## config.mk

```make
export PLATFORM = sky130hd
export DESIGN_NAME = serial_eeprom_config_loader
export DESIGN_NICKNAME = d
export VERILOG_FILES = /design/src/rtl/serial_eeprom_config_pkg.sv /design/src/rtl/sync_stage.sv /design/src/rtl/serial_eeprom_config_loader.sv
export SDC_FILE = /design/constraint.sdc
export NUM_CORES = 1
export LEC_CHECK = 0
export BUFFER_PORTS_ARGS = -buffer_cell sky130_fd_sc_hd__buf_2
export CORE_UTILIZATION = 55
export CTS_BUF_LIST = sky130_fd_sc_hd__clkbuf_4 sky130_fd_sc_hd__clkbuf_8 sky130_fd_sc_hd__clkbuf_16
export CTS_CLUSTER_DIAMETER = 60
export DETAILED_ROUTE_END_ITERATION = 10
export PLACE_DENSITY = 0.76
export SLEW_MARGIN = 20
export SYNTH_ARGS = -nofsm -noshare
export SYNTH_HDL_FRONTEND = slang
export SYNTH_SLANG_ARGS = --single-unit
```

## constraint.sdc

```tcl
create_clock -name i_clock -period 2.6 [get_ports i_clock]
set_input_delay 0.26 -clock i_clock [delete_from_list [all_inputs] [get_ports i_clock]]
set_output_delay 0.26 -clock i_clock [all_outputs]
set_load 0.05 [all_outputs]
```

## src/rtl/serial_eeprom_config_pkg.sv

```systemverilog
package serial_eeprom_config_pkg;

	// ==========================================================
	// clock and serial timing
	localparam int CLOCK_HZ    = 50_000_000;
	localparam int SK_RATE_HZ  = 1_000_000;
	localparam int HALF_CYCLES = CLOCK_HZ / (2 * SK_RATE_HZ);
	localparam int PHASE_W     = 5;
	localparam logic [PHASE_W-1:0] PHASE_LAST = PHASE_W'(HALF_CYCLES - 1);

	// ==========================================================
	// command framing: start bit, read opcode, word address
	localparam int         ADDR_BITS   = 6;
	localparam int         CMD_BITS    = 9;
	localparam logic       START_BIT   = 1'b1;
	localparam logic [1:0] READ_OPCODE = 2'h2;
	localparam int         SLOT_W      = 5;
	localparam logic [SLOT_W-1:0] CMD_LAST  = 5'h08;
	localparam logic [SLOT_W-1:0] ACK_SLOT  = 5'h09;
	localparam logic [SLOT_W-1:0] LAST_SLOT = 5'h19;

	// ==========================================================
	// stored configuration
	localparam int WORD_BITS    = 16;
	localparam int CONFIG_WORDS = 4;
	localparam int WORD_IDX_W   = 2;
	localparam logic [WORD_IDX_W-1:0] WORD_LAST = 2'h3;
	localparam logic [WORD_BITS-1:0]  VALID_MARKER = 16'hA55A;

	typedef struct packed {
		logic [WORD_BITS-1:0] marker;
		logic [WORD_BITS-1:0] options;
		logic [WORD_BITS-1:0] power;
		logic [WORD_BITS-1:0] timeout;
	} config_type;

	localparam config_type DEFAULT_CONFIG = '{
		marker:  16'h0000,
		options: 16'h0000,
		power:   16'h0032,
		timeout: 16'h0010
	};

	typedef struct packed {
		logic select;
		logic clock;
		logic data;
		logic data_oe;
	} memory_pins_type;

	typedef enum logic [2:0] {
		ST_IDLE  = 3'h1,
		ST_SHIFT = 3'h2,
		ST_DONE  = 3'h4
	} state_type;

endpackage : serial_eeprom_config_pkg

```

## src/rtl/sync_stage.sv

```systemverilog
`timescale 1ns/1ns
module sync_stage #(
	parameter int WIDTH = 1
) (
	input  wire logic             i_clock,
	input  wire logic             i_rst_b,
	input  wire logic [WIDTH-1:0] i_async,
	output logic      [WIDTH-1:0] o_sync
);
	logic [WIDTH-1:0] meta_reg;

	// ==========================================================
	// two flops; first one is read by the second only
	always_ff @(posedge i_clock) begin
		if (!i_rst_b) begin
			meta_reg <= '0;
			o_sync   <= '0;
		end else begin
			meta_reg <= i_async;
			o_sync   <= meta_reg;
		end
	end
endmodule : sync_stage

```

## src/rtl/serial_eeprom_config_loader.sv

```systemverilog
// Operation
// - scan memory after power-on and bus reset
// - use stored words if valid, else defaults
// - high during acknowledge means absent memory
// - read sixteen-bit words only
// - memory pins undriven while in reset
// - fifo pins undriven while in reset
// - pull-up drive low while reset low
`timescale 1ns/1ns
module serial_eeprom_config_loader
	import serial_eeprom_config_pkg::*;
(
	input  wire logic  i_clock,
	input  wire logic  i_rst_b,
	input  wire logic  i_bus_reset,
	input  wire logic  i_memory_serial_line,
	output logic       o_memory_serial_line,
	output logic       o_memory_serial_line_oe,
	output logic       o_memory_select_out,
	output logic       o_memory_select_out_oe,
	output logic       o_memory_serial_clock,
	output logic       o_memory_serial_clock_oe,
	output logic       o_pullup_drive_output_n,
	output logic       o_fifo_drive_enable,
	output config_type o_config,
	output logic       o_config_from_memory,
	output logic       o_load_done
);
	// ==========================================================
	// input synchronisers
	logic [1:0] pin_sync;
	logic       line_sync;
	logic       bus_reset_sync;
	logic       bus_reset_seen_reg;
	logic       bus_rise;

	sync_stage #(.WIDTH(2)) u_pin_sync (
		.i_clock (i_clock),
		.i_rst_b (i_rst_b),
		.i_async ({i_memory_serial_line, i_bus_reset}),
		.o_sync  (pin_sync)
	);

	assign line_sync      = pin_sync[1];
	assign bus_reset_sync = pin_sync[0];

	always_ff @(posedge i_clock) begin
		if (!i_rst_b) begin
			bus_reset_seen_reg <= 1'b0;
		end else begin
			bus_reset_seen_reg <= bus_reset_sync;
		end
	end

	assign bus_rise = bus_reset_sync & ~bus_reset_seen_reg;

	// ==========================================================
	// bit-slot timing: one half period per phase
	logic [PHASE_W-1:0] phase_reg;
	logic               tick;

	assign tick = (phase_reg == PHASE_LAST);

	always_ff @(posedge i_clock) begin
		if (!i_rst_b || bus_rise || tick) begin
			phase_reg <= '0;
		end else begin
			phase_reg <= phase_reg + PHASE_W'(1);
		end
	end

	// ==========================================================
	// command word and next output bit
	state_type            state_reg;
	logic [SLOT_W-1:0]    slot_reg;
	logic [SLOT_W-1:0]    slot_next;
	logic [WORD_IDX_W-1:0] word_reg;
	logic [CMD_BITS-1:0]  cmd_vec;
	logic                 cmd_bit_next;
	logic                 cmd_oe_next;

	assign cmd_vec = {START_BIT, READ_OPCODE,
		ADDR_BITS'(word_reg)};
	assign slot_next = slot_reg + SLOT_W'(1);

	always_comb begin
		cmd_oe_next  = (slot_next <= CMD_LAST);
		cmd_bit_next = 1'b0;
		if (cmd_oe_next) begin
			cmd_bit_next = cmd_vec[CMD_LAST[3:0] - slot_next[3:0]];
		end
	end

	// ==========================================================
	// read sequencer
	memory_pins_type      pins_reg;
	logic                 high_reg;
	logic                 absent_reg;
	logic [WORD_BITS-1:0] shift_reg;
	logic [WORD_BITS-1:0] mem [CONFIG_WORDS];
	logic                 store;

	assign store = (state_reg == ST_SHIFT) && tick && high_reg
		&& (slot_reg == LAST_SLOT);

	// restart on every release of reset and every bus reset
	always_ff @(posedge i_clock) begin
		if (!i_rst_b || bus_rise) begin
			state_reg  <= ST_IDLE;
			slot_reg   <= '0;
			word_reg   <= '0;
			high_reg   <= 1'b0;
			absent_reg <= 1'b0;
			shift_reg  <= '0;
			pins_reg   <= '0;
		end else begin
			unique case (state_reg)
				ST_IDLE: begin
					// one half period with select low between words
					if (tick) begin
						state_reg        <= ST_SHIFT;
						slot_reg         <= '0;
						high_reg         <= 1'b0;
						pins_reg.select  <= 1'b1;
						pins_reg.data    <= cmd_vec[CMD_LAST[3:0]];
						pins_reg.data_oe <= 1'b1;
					end
				end
				ST_SHIFT: begin
					if (tick && !high_reg) begin
						// sample at end of low phase, before next rise
						high_reg       <= 1'b1;
						pins_reg.clock <= 1'b1;
						if (slot_reg == ACK_SLOT && line_sync) begin
							absent_reg      <= 1'b1;
							state_reg       <= ST_DONE;
							high_reg        <= 1'b0;
							pins_reg.clock  <= 1'b0;
							pins_reg.select <= 1'b0;
						end else if (slot_reg > ACK_SLOT) begin
							shift_reg <= {shift_reg[WORD_BITS-2:0],
								line_sync};
						end
					end else if (tick) begin
						high_reg       <= 1'b0;
						pins_reg.clock <= 1'b0;
						if (slot_reg == LAST_SLOT) begin
							pins_reg.select <= 1'b0;
							slot_reg        <= '0;
							if (word_reg == WORD_LAST) begin
								state_reg <= ST_DONE;
							end else begin
								word_reg  <= word_reg + WORD_IDX_W'(1);
								state_reg <= ST_IDLE;
							end
						end else begin
							slot_reg         <= slot_next;
							pins_reg.data    <= cmd_bit_next;
							// release the shared line for ack and data
							pins_reg.data_oe <= cmd_oe_next;
						end
					end
				end
				ST_DONE: begin
					pins_reg <= '0;
				end
			endcase
		end
	end

	// word storage needs no reset; validity is judged on completion
	always_ff @(posedge i_clock) begin
		if (store) begin
			mem[word_reg] <= shift_reg;
		end
	end

	// ==========================================================
	// configuration result
	logic done_seen_reg;
	logic finish;
	logic stored_ok;

	assign finish    = (state_reg == ST_DONE) && !done_seen_reg;
	assign stored_ok = !absent_reg && (mem[0] == VALID_MARKER);

	always_ff @(posedge i_clock) begin
		if (!i_rst_b || bus_rise) begin
			done_seen_reg <= 1'b0;
		end else begin
			done_seen_reg <= (state_reg == ST_DONE);
		end
	end

	always_ff @(posedge i_clock) begin
		if (!i_rst_b) begin
			o_config             <= DEFAULT_CONFIG;
			o_config_from_memory <= 1'b0;
			o_load_done          <= 1'b0;
		end else if (bus_rise) begin
			o_load_done <= 1'b0;
		end else if (finish) begin
			o_load_done          <= 1'b1;
			o_config_from_memory <= stored_ok;
			if (stored_ok) begin
				o_config <= {mem[0], mem[1], mem[2], mem[3]};
			end else begin
				o_config <= DEFAULT_CONFIG;
			end
		end
	end

	// ==========================================================
	// pin drivers; memory and fifo pins float and pull-up drive is low while reset is held
	logic drive_reg;

	always_ff @(posedge i_clock) begin
		if (!i_rst_b) begin
			drive_reg               <= 1'b0;
			o_fifo_drive_enable     <= 1'b0;
			o_pullup_drive_output_n <= 1'b0;
		end else begin
			drive_reg               <= 1'b1;
			o_fifo_drive_enable     <= 1'b1;
			o_pullup_drive_output_n <= 1'b1;
		end
	end

	always_ff @(posedge i_clock) begin
		if (!i_rst_b) begin
			o_memory_select_out      <= 1'b0;
			o_memory_select_out_oe   <= 1'b0;
			o_memory_serial_clock    <= 1'b0;
			o_memory_serial_clock_oe <= 1'b0;
			o_memory_serial_line     <= 1'b0;
			o_memory_serial_line_oe  <= 1'b0;
		end else begin
			o_memory_select_out      <= pins_reg.select;
			o_memory_select_out_oe   <= drive_reg;
			o_memory_serial_clock    <= pins_reg.clock;
			o_memory_serial_clock_oe <= drive_reg;
			o_memory_serial_line     <= pins_reg.data;
			o_memory_serial_line_oe  <= drive_reg & pins_reg.data_oe;
		end
	end
endmodule : serial_eeprom_config_loader

```

==> results of run 1 <==
final cells by class:
cell class | count | area share, %
clock buffer | 26 | 6.86
clock inverter | 6 | 0.747
inverter | 8 | 0.432
multi-input combinational | 306 | 26.6
sequential | 179 | 56.1
tap | 143 | 2.37
timing repair buffer | 90 | 6.91
power breakdown:
part           total [W]  internal (W)  switching (W)
clock            0.00244       0.00147       0.000969
combinational  0.0000700     0.0000247      0.0000453
sequential       0.00289       0.00289     0.00000597
cells in the final DEF (no fill, tap or decap), types with 6 or more instances in the layout:
cell	synthesis	final
mux2i_1	19	19
and2_1	13	13
nor2b_1	58	58
and3_1	9	9
buf_2	1	77
clkbuf_16	0	18
ha_1	10	10
a21oi_1	21	21
nor2_1	44	44
buf_4	3	10
nand3_1	7	7
dfxtp_1	115	115
nand2_1	17	17
edfxtp_1	64	64
inv_1	7	7
a22oi_1	45	45
clkbuf_4	0	7
nor3_1	6	6
critical path: stages, from the launching register on:
cell       delay [ps]
dfxtp_1           470
inv_1             120
ha_1              370
or3_1             410
o2111ai_1         110
o311a_1           220
mux2i_1           290
a21oi_1           110
nor3_1            170
synthesized netlist by cell type, types with 2 or more instances:
library cell    n  area [um^2]
or3b_2          2         17.5
o22ai_1         5         31.3
and3_1          9         56.3
buf_4           3         22.5
nand2b_1        4         25.0
a21oi_1        21          105
nor4bb_1        3         30.0
o21a_1          3         22.5
xnor2_1         4         35.0
ha_1           10          125
dfxtp_1       115         2300
nand4_1         2         12.5
nand2_1        17         63.8
nand4b_1        3         26.3
mux2i_1        19          190
and4b_1         2         20.0
nor3_1          6         30.0
edfxtp_1       64         1920
nand3b_1        2         15.0
nor2_1         44          165
clkbuf_1       21         78.8
a22oi_1        45          338
nand3_1         7         35.0
xor2_1          2         17.5
o21ai_0         5         25.0
buf_6           6         67.6
nor2b_1        58          363
inv_1           7         26.3
and2_1         13         81.3
or3_1           5         31.3
routing by layer:
layer  vias to the layer above  wire length, um  GRT usage (%)  part of all wire [%]
met5                         -                0              0                     0
met2                        91             6040           35.1                    50
met3                        11              480           4.23                   3.9
li1                       2020                -              -                     -
met4                         0              152           8.74                   1.2
met1                      2017             5500           26.7                    45
through the flow:
stage	cell area (um^2)	cells	hold WS, ps	util, %	worst slack, ps
5_1_grt	7530	758	62.4	66.0	59.2
6_report	7530	758	65.2	66.0	265
3_5_place_dp	6960	726	429	61.0	301
2_1_floorplan	6440	525	288	-	230
4_1_cts	7530	758	55.2	66.0	273
3_3_place_gp	6960	726	418	61.0	386
path summary, 6_finish.rpt:
path	startpoint	endpoint	slack, ps	depth (start not counted)
setup / recovery	slot_reg[1]	pins_reg[1]	260	8
hold / removal	i_bus_reset	u_pin_sync.meta_reg[0]	70	2
setup reg to reg	slot_reg[1]	pins_reg[1]	260	8
hold reg to reg	u_pin_sync.meta_reg[1]	u_pin_sync.o_sync[1]	440	1
kinds of logic after synthesis:
kind of cell    count (synthesis)  share of synthesized area (%)
fa+ha+maj                      10                           1.94
xor+xnor                        6                          0.816
mux                            19                           2.95
flops                         179                           65.6
simple gates                  183                           16.2
compound gates                 88                           9.25
buf+inv                        40                           3.26
==> impl_results.md, run 1 <==
- Run status: complete, no violations
- Clock Skew: between 6 and 7 ps
- Clk buf depth: 2
- RSZ-0062 raised after global routing: no
- FILL cells: 840
- Total CTS buffers: 17
- Mapped Cells: about 530
- Routed Antenna Nets: 0
- First-pass GRT wire length: about 19 mm
- Final Hold Viols: 0
- Clock-pin slew on the worst setup and hold paths: 60 ps
- Nets@finish: 616
- Seq. cell area: approximately 4200 um^2
- Crit Path Class: reg -> reg
- Clock Tree Root: clkbuf_16
- Core area: between 10000 and 15000 um^2
- Cell Area, Synth: about 6400 um^2
- YS warnings: 0
- Via/cell ratio: ~5.5
- Drt initial violations: about 330
- Syn avg cell area: between 10 and 15 um^2
- CP arrival: around 2700 ps
- Initial antenna violation count: 0
- PwrDens: around 700 nW/um^2
- Post-CTS Setup Bufs: 0
- Max-cap viol count: 0
- Crit path max fanout: 8
- Tot Pwr: 0.00540 W
- Total Die Area: 12100 um^2
- Count of cell types in the netlist: 48
- Hpwl dp: approximately 7.9 mm
- F_max: around 0.43 GHz
- Clock network latency to the later pin of the worst-skew pair: 410 ps
- Drt wl/cell: approximately 16 um
- Pleak: about 2.9 nW
- IO buf count: 77
- GR Overflow Total: 0
- Final setup violating endpoints: 0
- Post-CTS resize count: 0
- EDFF count, synth: 64
- I/O pin count: between 70 and 80
- Period utilization: roughly 90%
- Total wire length: approximately 12 mm
- Worst hold path type: in -> reg
- RePlAce Congestion: around 0.8
- Top FF cell, synth: dfxtp_1
- Max-slew violations: 0
- Syn Nets: 539
- Post-synthesis sequential area ratio: 65.6%
- Largest net degree at the start of global routing: 78
- Tot GR Track Use: between 20% and 30%
- Crit path required time: approximately 2900 ps
- Initial Util: a little under three fifths
- Synthesized flop and latch total: ~180
- Setup crit start kind: flop
- Peak VDD IR: approximately 0.46 mV
- Post-synth ARST share: 0%
- CTS sink count: approximately 180
- Htree depth: 4
- CTS tree: done
- Share of cells above drive strength 1: around a fifth
- Setup TNS: 0 ps
- Vias in the first global route: a little under 4000
- Die height: 110 um
- Critical Path End Type: flop
- Multi-input logic area: approximately 2000 um^2
- Die X: approximately 110 um
- Worst-Margin Slew: 583 ps
- Post-route DRC: 0
- Hold buffers post-CTS: 0
- Total vias in the final route: 4139
- Worst rel slew slack: approximately three fifths
- Area Overhead vs Synth: 17.0%
- # diodes: 0
- # rows: 39
- First-pass detailed-route iteration total: 7
- Min cycle time layout: ~2300 ps
Note: power is estimated with default switching activity, not from simulation.
==> run 2: changes to the inputs <==
==> constraint.sdc (replaced) <==
create_clock -name i_clock -period 2.6 [get_ports i_clock]
set_input_delay 0.78 -clock i_clock [delete_from_list [all_inputs] [get_ports i_clock]]
set_output_delay 0.78 -clock i_clock [all_outputs]
set_load 0.05 [all_outputs]
==> run 2 against run 1 <==
Critical endpoint is now o_config[17]. Global-route usage is 0.094 points higher. Fmax shrank 2.4%. Critical path type unchanged. Clock-buffer cell count fell by 1. Register-to-register slack worse by 60 ps. Setup slack got worse by 57 ps. Combinational power is 4.1% higher.
==> impl_results.md, run 2 (synthesized netlist as in run 1, its figures left out) <==
- Clock Skew: 6.05 ps (was 6.09 ps)
- CP Cell Sequence: or3b_4 -> or3_2 -> nor4_4 -> buf_12 -> inv_4 -> o22ai_1 -> nand2_1 (was inv_1 -> ha_1 -> or3_1 -> o2111ai_1 -> o311a_1 -> mux2i_1 -> a21oi_1 -> nor3_1)
- Dpl ws: 190 ps (was 301 ps)
- Initial Util: 56.4% (unchanged)
- Setup TNS: 0 ps (unchanged)
- Share of cells above drive strength 1: 20.2% (was 20.8%)
- Drt initial violations: 369 (was 333)
- Multi-input logic area: 2010 um^2 (unchanged)
- Worst stage delay on the critical path: 510 ps (was 470 ps)
- Crit path max fanout: 50 (was 8)
- Hold_sp: u_pin_sync.meta_reg[0] (was i_bus_reset)
- Worst hold path type: reg -> reg (was in -> reg)
- Min cycle time layout: 2390 ps (was 2340 ps)
- Final core utilization: 66.3% (was 66.0%)
- Final setup violating endpoints: 0 (unchanged)
- Die height: 110 um (unchanged)
- Worst-Margin Slew: 625 ps (was 583 ps)
- RePlAce Congestion: 0.797 (was 0.799)
- PwrDens: 723 nW/um^2 (was 717 nW/um^2)
- Routed Antenna Nets: 0 (unchanged)
- # rows: 39 (unchanged)
- Pleak: 2.86 nW (about the same)
- CTS tree: done (unchanged)
- Clock Tree Root: clkbuf_16 (unchanged)
- F_max: 0.418 GHz (was 0.428 GHz)
- Total vias in the final route: 4097 (was 4139)
- Tot GR Track Use: 21.1% (was 21.0%)
- Htree depth: 4 (unchanged)
- Total Die Area: 12100 um^2 (unchanged)
- Total wire length: 12.0 mm (was 12.2 mm)
- Worst rel slew slack: 58.3% (was 60.9%)
- Worst Setup SP: state_reg[0] (was slot_reg[1])
- Max-slew violations: 0 (unchanged)
- Nets@finish: 616 (unchanged)
- Top Family by Delay on Critical Path: simple AND/OR/NAND/NOR gates (unchanged)
- Final WS setup: 208 ps (was 265 ps)
- RSZ-0062 raised after global routing: no (unchanged)
- Largest net degree at the start of global routing: 64 (was 78)
- Most common cell after layout, fill and taps aside: dfxtp_1 (unchanged)
- RR Startpoint: state_reg[0] (was slot_reg[1])
- IO buf count: 77 (unchanged)
- I/O pin count: 78 (unchanged)
- Die X: 110 um (unchanged)
- Initial antenna violation count: 0 (unchanged)
- Crit Path Class: reg -> reg (unchanged)
- CTS sink count: 179 (unchanged)
- Vias in the first global route: 3732 (was 3865)
- First-pass GRT wire length: 19.0 mm (about the same)
- Area Overhead vs Synth: 17.5% (was 17.0%)
- Tot Pwr: 0.00548 W (was 0.00540 W)
- Clock network latency to the later pin of the worst-skew pair: 420 ps (was 410 ps)
- Max-cap viol count: 0 (unchanged)
- Period utilization: 92.0% (was 89.8%)
- First-pass detailed-route iteration total: 4 (was 7)
- Most frequent cells in the layout: dfxtp_1, buf_2, edfxtp_1 (unchanged)
- Seq. cell area: 4220 um^2 (unchanged)
- Post-CTS resize count: 0 (unchanged)
- # diodes: 0 (unchanged)
- Via/cell ratio: 5.41 (was 5.46)
- Buffers and inverters on the worst path: 2 (was 1)
- Drt wl/cell: 15.9 um (was 16.1 um)
- Crit path required time: 2890 ps (was 2930 ps)
- Critical Path End Type: flop (unchanged)
- Design area: 7570 um^2 (was 7530 um^2)
- Peak VDD IR: 0.640 mV (was 0.460 mV)
- Post-CTS Setup Bufs: 0 (unchanged)
- Final Hold Viols: 0 (unchanged)
- Clk buf depth: 2 (unchanged)
- Total CTS buffers: 17 (unchanged)
- GR Overflow Total: 0 (unchanged)
- Clock-pin slew on the worst setup and hold paths: 60 ps (about the same)
- Hold buffers post-CTS: 0 (unchanged)
- Core area: 11400 um^2 (unchanged)
- Run status: complete, no violations (unchanged)
- Hpwl dp: 7.91 mm (was 7.88 mm)
- Placed cell area: 6970 um^2 (was 6960 um^2)
- FILL cells: 836 (was 840)
- Slowest-stage cell, CP: or3_2 (was dfxtp_1)
- Post-route DRC: 0 (unchanged)
- CP arrival: 2680 ps (was 2670 ps)
- Setup crit start kind: flop (unchanged)
-- run 2: changes by cell type in the layout (fill, tap and decap cells not counted) --
cell,delta
buf_12,+1
buf_4,-1
bufinv_16,+1
clkbuf_4,-2
clkbuf_8,+1
clkinv_1,+3
clkinv_2,-4
clkinvlp_4,+1
inv_4,-1
-- run 2: path summary, 6_finish.rpt --
check                         end  depth (start not counted)  slack (ps)
min          u_pin_sync.o_sync[0]                          1         430
max                  o_config[17]                          7         210
min reg2reg  u_pin_sync.o_sync[0]                          1         430
max reg2reg          o_config[17]                          7         210
-- run 2: stage by stage --
step / hold WS, ps / cells
floorplan: 412 / 525
global placement: 424 / 726
detailed placement: 423 / 726
CTS: 434 / 757
global route: 458 / 757
finish: 433 / 757
-- run 2: worst reg2reg max path, delay by kind of cell (launching register included) --
kind / cells / cell delay [ps]
DFF: 1 / 370
and+or+nand+nor: 4 / 1420
AOI/OAI and AO/OA: 1 / 140
buffers and inverters: 2 / 350
-- run 2: per-layer routing --
metal,routed length (um),up-vias,GRT usage (%)
li1,-,2026,-
met1,5470,1977,27.6
met2,5900,81,34.1
met3,482,13,5.29
met4,152,0,7.71
met5,0,-,0
-- run 2: cell type report --
cell class	instances	area share (%)
inverters	8	0.430
multi-input cells	306	26.5
well taps	143	2.36
clock buffers	25	6.81
repair buffers	90	7.04
clock inverters	6	1.04
flip-flops and latches	179	55.8
-- run 2: power by group --
part / internal, W / total, W / switching, W
Clock: 0.00156 / 0.00251 / 0.000947
Sequential: 0.00289 / 0.00289 / 0.00000575
Combinational: 0.0000272 / 0.0000729 / 0.0000457
Total: 0.00448 / 0.00548 / 0.000999
==> run 3: changes to the inputs <==
--- a/config.mk
+++ b/config.mk
@@ -5,6 +5,7 @@
 export SDC_FILE = /design/constraint.sdc
 export NUM_CORES = 1
 export LEC_CHECK = 0
+export ABC_AREA = 1
 export BUFFER_PORTS_ARGS = -buffer_cell sky130_fd_sc_hd__buf_2
 export CORE_UTILIZATION = 55
 export CTS_BUF_LIST = sky130_fd_sc_hd__clkbuf_4 sky130_fd_sc_hd__clkbuf_8 sky130_fd_sc_hd__clkbuf_16
==> run 3 against run 2 <==
The run now ends with design-rule violations left. Utilization rose by 0.46 points. Total power up 2.1%. Global-route usage increased by 0.74 points. Synthesized cell count increased by 25%. Setup slack improved by 430 ps. Final area is 1.6% higher. Critical path type unchanged. Critical endpoint is now mem[1][10].
==> impl_results.md, run 3 <==
- Worst rel slew slack: 59.7% (was 58.3%)
- Via/cell ratio: 5.31 (was 5.41)
- Post-route DRC: 18 (was 0)
- YS warnings: 0 (unchanged)
- Peak VDD IR: 0.452 mV (was 0.640 mV)
- Post-Synth XOR/XNOR Area: 0% (was 0.816%)
- First-pass GRT wire length: 21.0 mm (was 19.0 mm)
- Crit path required time: 2710 ps (was 2890 ps)
- Post-Layout Cell Count: 884 (was 757)
- Nets@finish: 742 (was 616)
- Mux contribution to synthesized area: 0% (was 2.95%)
- Main combinational cell family by area after synthesis: simple AND/OR/NAND/NOR gates (unchanged)
- GR Overflow Total: 0 (unchanged)
- Area Overhead vs Synth: 17.0% (was 17.5%)
- EDFF count, synth: 64 (unchanged)
- I/O pin count: 78 (unchanged)
- Hpwl dp: 8.66 mm (was 7.91 mm)
- Most common cell after layout, fill and taps aside: nand2_1 (was dfxtp_1)
- Routed Antenna Nets: 0 (unchanged)
- Design area: 7690 um^2 (was 7570 um^2)
- Cell Area, Synth: 6570 um^2 (was 6440 um^2)
- Initial antenna violation count: 0 (unchanged)
- Setup crit start kind: flop (unchanged)
- PwrDens: 727 nW/um^2 (was 723 nW/um^2)
- Die X: 111 um (was 110 um)
- Max-slew violations: 0 (unchanged)
- Synth Area in Compound Gates: 7.48% (was 9.25%)
- Total vias in the final route: 4693 (was 4097)
- Most frequent cells in the layout: nand2_1, dfxtp_1, nor2_1 (was dfxtp_1, buf_2, edfxtp_1)
- # rows: 39 (unchanged)
- Min cycle time layout: 1970 ps (was 2390 ps)
- Post-synth ARST share: 0% (unchanged)
- Mapped Cells: 656 (was 525)
- Htree depth: 4 (unchanged)
- Top-count cell post-synth: nand2_1 (was dfxtp_1)
- Placed cell area: 7050 um^2 (was 6970 um^2)
- RePlAce Congestion: 0.903 (was 0.797)
- Post-CTS Setup Bufs: 0 (unchanged)
- Clock-pin slew on the worst setup and hold paths: 60 ps (about the same)
- Post-synthesis sequential area ratio: 64.3% (was 65.6%)
- Setup TNS: 0 ps (unchanged)
- Pleak: 2.92 nW (was 2.86 nW)
- Simple-gate portion of the synthesized area: 20.5% (was 16.2%)
- Count of cell types in the netlist: 32 (was 48)
- CTS sink count: 179 (unchanged)
- Total wire length: 12.9 mm (was 12.0 mm)
- Drt wl/cell: 14.6 um (was 15.9 um)
- Run status: finished, violations left (was complete, no violations)
- Max-cap viol count: 0 (unchanged)
- F_max: 0.509 GHz (was 0.418 GHz)
- # diodes: 0 (unchanged)
- Drt initial violations: 342 (was 369)
- Die height: 111 um (was 110 um)
- Period utilization: 75.6% (was 92.0%)
- Area share of fa/ha/maj cells after synthesis: 1.90% (was 1.94%)
- IO buf count: 77 (unchanged)
- Placed Cells incl. Taps: 852 (was 726)
- Total Die Area: 12400 um^2 (was 12100 um^2)
- Synth cell count leaders: nand2_1, dfxtp_1, nor2_1 (was dfxtp_1, edfxtp_1, nor2b_1)
- Top FF cell, synth: dfxtp_1 (unchanged)
- Failing checks: design-rule violations
- Clock Tree Root: clkbuf_16 (unchanged)
- Crit path max fanout: 16 (was 50)
- Post-CTS resize count: 0 (unchanged)
- Clock Skew: 6.88 ps (was 6.05 ps)
- Crit Path Class: reg -> reg (unchanged)
- CP arrival: 2080 ps (was 2680 ps)
- Syn avg cell area: 10.0 um^2 (was 12.3 um^2)
- Syn Nets: 670 (was 539)
- Share of cells above drive strength 1: 19.7% (was 20.2%)
- Final core utilization: 66.7% (was 66.3%)
- Tot GR Track Use: 21.8% (was 21.1%)
- First-pass detailed-route iteration total: 8 (was 4)
- Largest net degree at the start of global routing: 62 (was 64)
- Clk buf depth: 2 (unchanged)
- Clock network latency to the later pin of the worst-skew pair: 430 ps (was 420 ps)
- Hold buffers post-CTS: 0 (unchanged)
- Core area: 11500 um^2 (was 11400 um^2)
- CTS tree: done (unchanged)
- RSZ-0062 raised after global routing: no (unchanged)
- Synthesized flop and latch total: 179 (unchanged)
- Worst-Margin Slew: 604 ps (was 625 ps)
- Synth area leader: dfxtp_1 (unchanged)
- Worst hold path type: reg -> reg (unchanged)
- Post-synth top area share: 35.0% (was 35.8%)
- Initial Util: 57.1% (was 56.4%)
- Main area contributors after synthesis: dfxtp_1, edfxtp_1, nand2_1, a21oi_1, nand4_1 (was dfxtp_1, edfxtp_1, nor2b_1, a22oi_1, mux2i_1)
- Total CTS buffers: 17 (unchanged)
- Final Hold Viols: 0 (unchanged)
- Vias in the first global route: 4445 (was 3732)
- Final setup violating endpoints: 0 (unchanged)
- Critical Path End Type: flop (unchanged)
run 3: changes by cell type after synthesis, sizes merged, moves of 10 or more:
| cell | previous run | this run |
|---|---|---|
| a21oi | 21 | 67 |
| a22oi | 45 | 0 |
| and2 | 13 | 1 |
| buf | 11 | 21 |
| inv | 8 | 48 |
| mux2i | 19 | 0 |
| nand2 | 17 | 125 |
| nand3 | 7 | 22 |
| nand4 | 2 | 52 |
| nor2 | 44 | 84 |
| nor2b | 58 | 0 |
| o21ai | 5 | 24 |
run 3: layout make-up:
cell class / instances / area, um^2
Tap cell: 143 / 179
Clock inverter: 5 / 57.6
Fill cell: 850 / 3830
Multi-Input combinational cell: 393 / 1960
Inverter: 49 / 189
Timing Repair Buffer: 88 / 493
Clock buffer: 27 / 579
Sequential cell: 179 / 4220
run 3: per-layer routing:
layer	GRT usage, %	vias to the layer above	wire (um)
met5	0	-	0
met4	8.83	0	221
met3	6.23	22	647
met2	36.2	123	6390
met1	27.0	2192	5660
li1	-	2356	-
run 3: stage by stage:
stage / hold slack [ps] / worst slack (ps) / power (W)
after floorplan: 390 / 392 / 0.00301
after global placement: 403 / 745 / 0.00302
after detailed placement: 408 / 667 / 0.00303
after CTS: 420 / 640 / 0.00562
after global routing: 442 / 464 / 0.00574
final: 425 / 634 / 0.00559
run 3: cell families after synthesis:
family,Yosys count
and+or+nand+nor,288
adders and majority gates,10
buffers and inverters,84
DFF,179
AOI/OAI and AO/OA,95
run 3: final timing paths:
| path | cells past startpoint | slack [ps] | to | start |
|---|---|---|---|---|
| setup reg to reg | 8 | 630 | mem[1][10] | slot_reg[0] |
| hold reg to reg | 2 | 420 | u_pin_sync.o_sync[0] | u_pin_sync.meta_reg[0] |
| hold / removal | 2 | 420 | u_pin_sync.o_sync[0] | u_pin_sync.meta_reg[0] |
| setup / recovery | 8 | 630 | mem[1][10] | slot_reg[0] |
run 3: where the power goes:
part / internal (W) / switching [W] / leakage [nW]
sequential: 0.00289 / 0.00000575 / 1.37
combinational: 0.0000174 / 0.0000547 / 1.24
clock: 0.00162 / 0.00100 / 0.308
total: 0.00453 / 0.00106 / 2.92
run 3: critical path, stage by stage, from the launching register on:
cell     delay, ps
dfxtp_1        480
ha_1           200
nand2_1         80
nor2_4         130
nand2_1        110
inv_2          110
nand3_1        140
nor2_1         140
buf_4          260
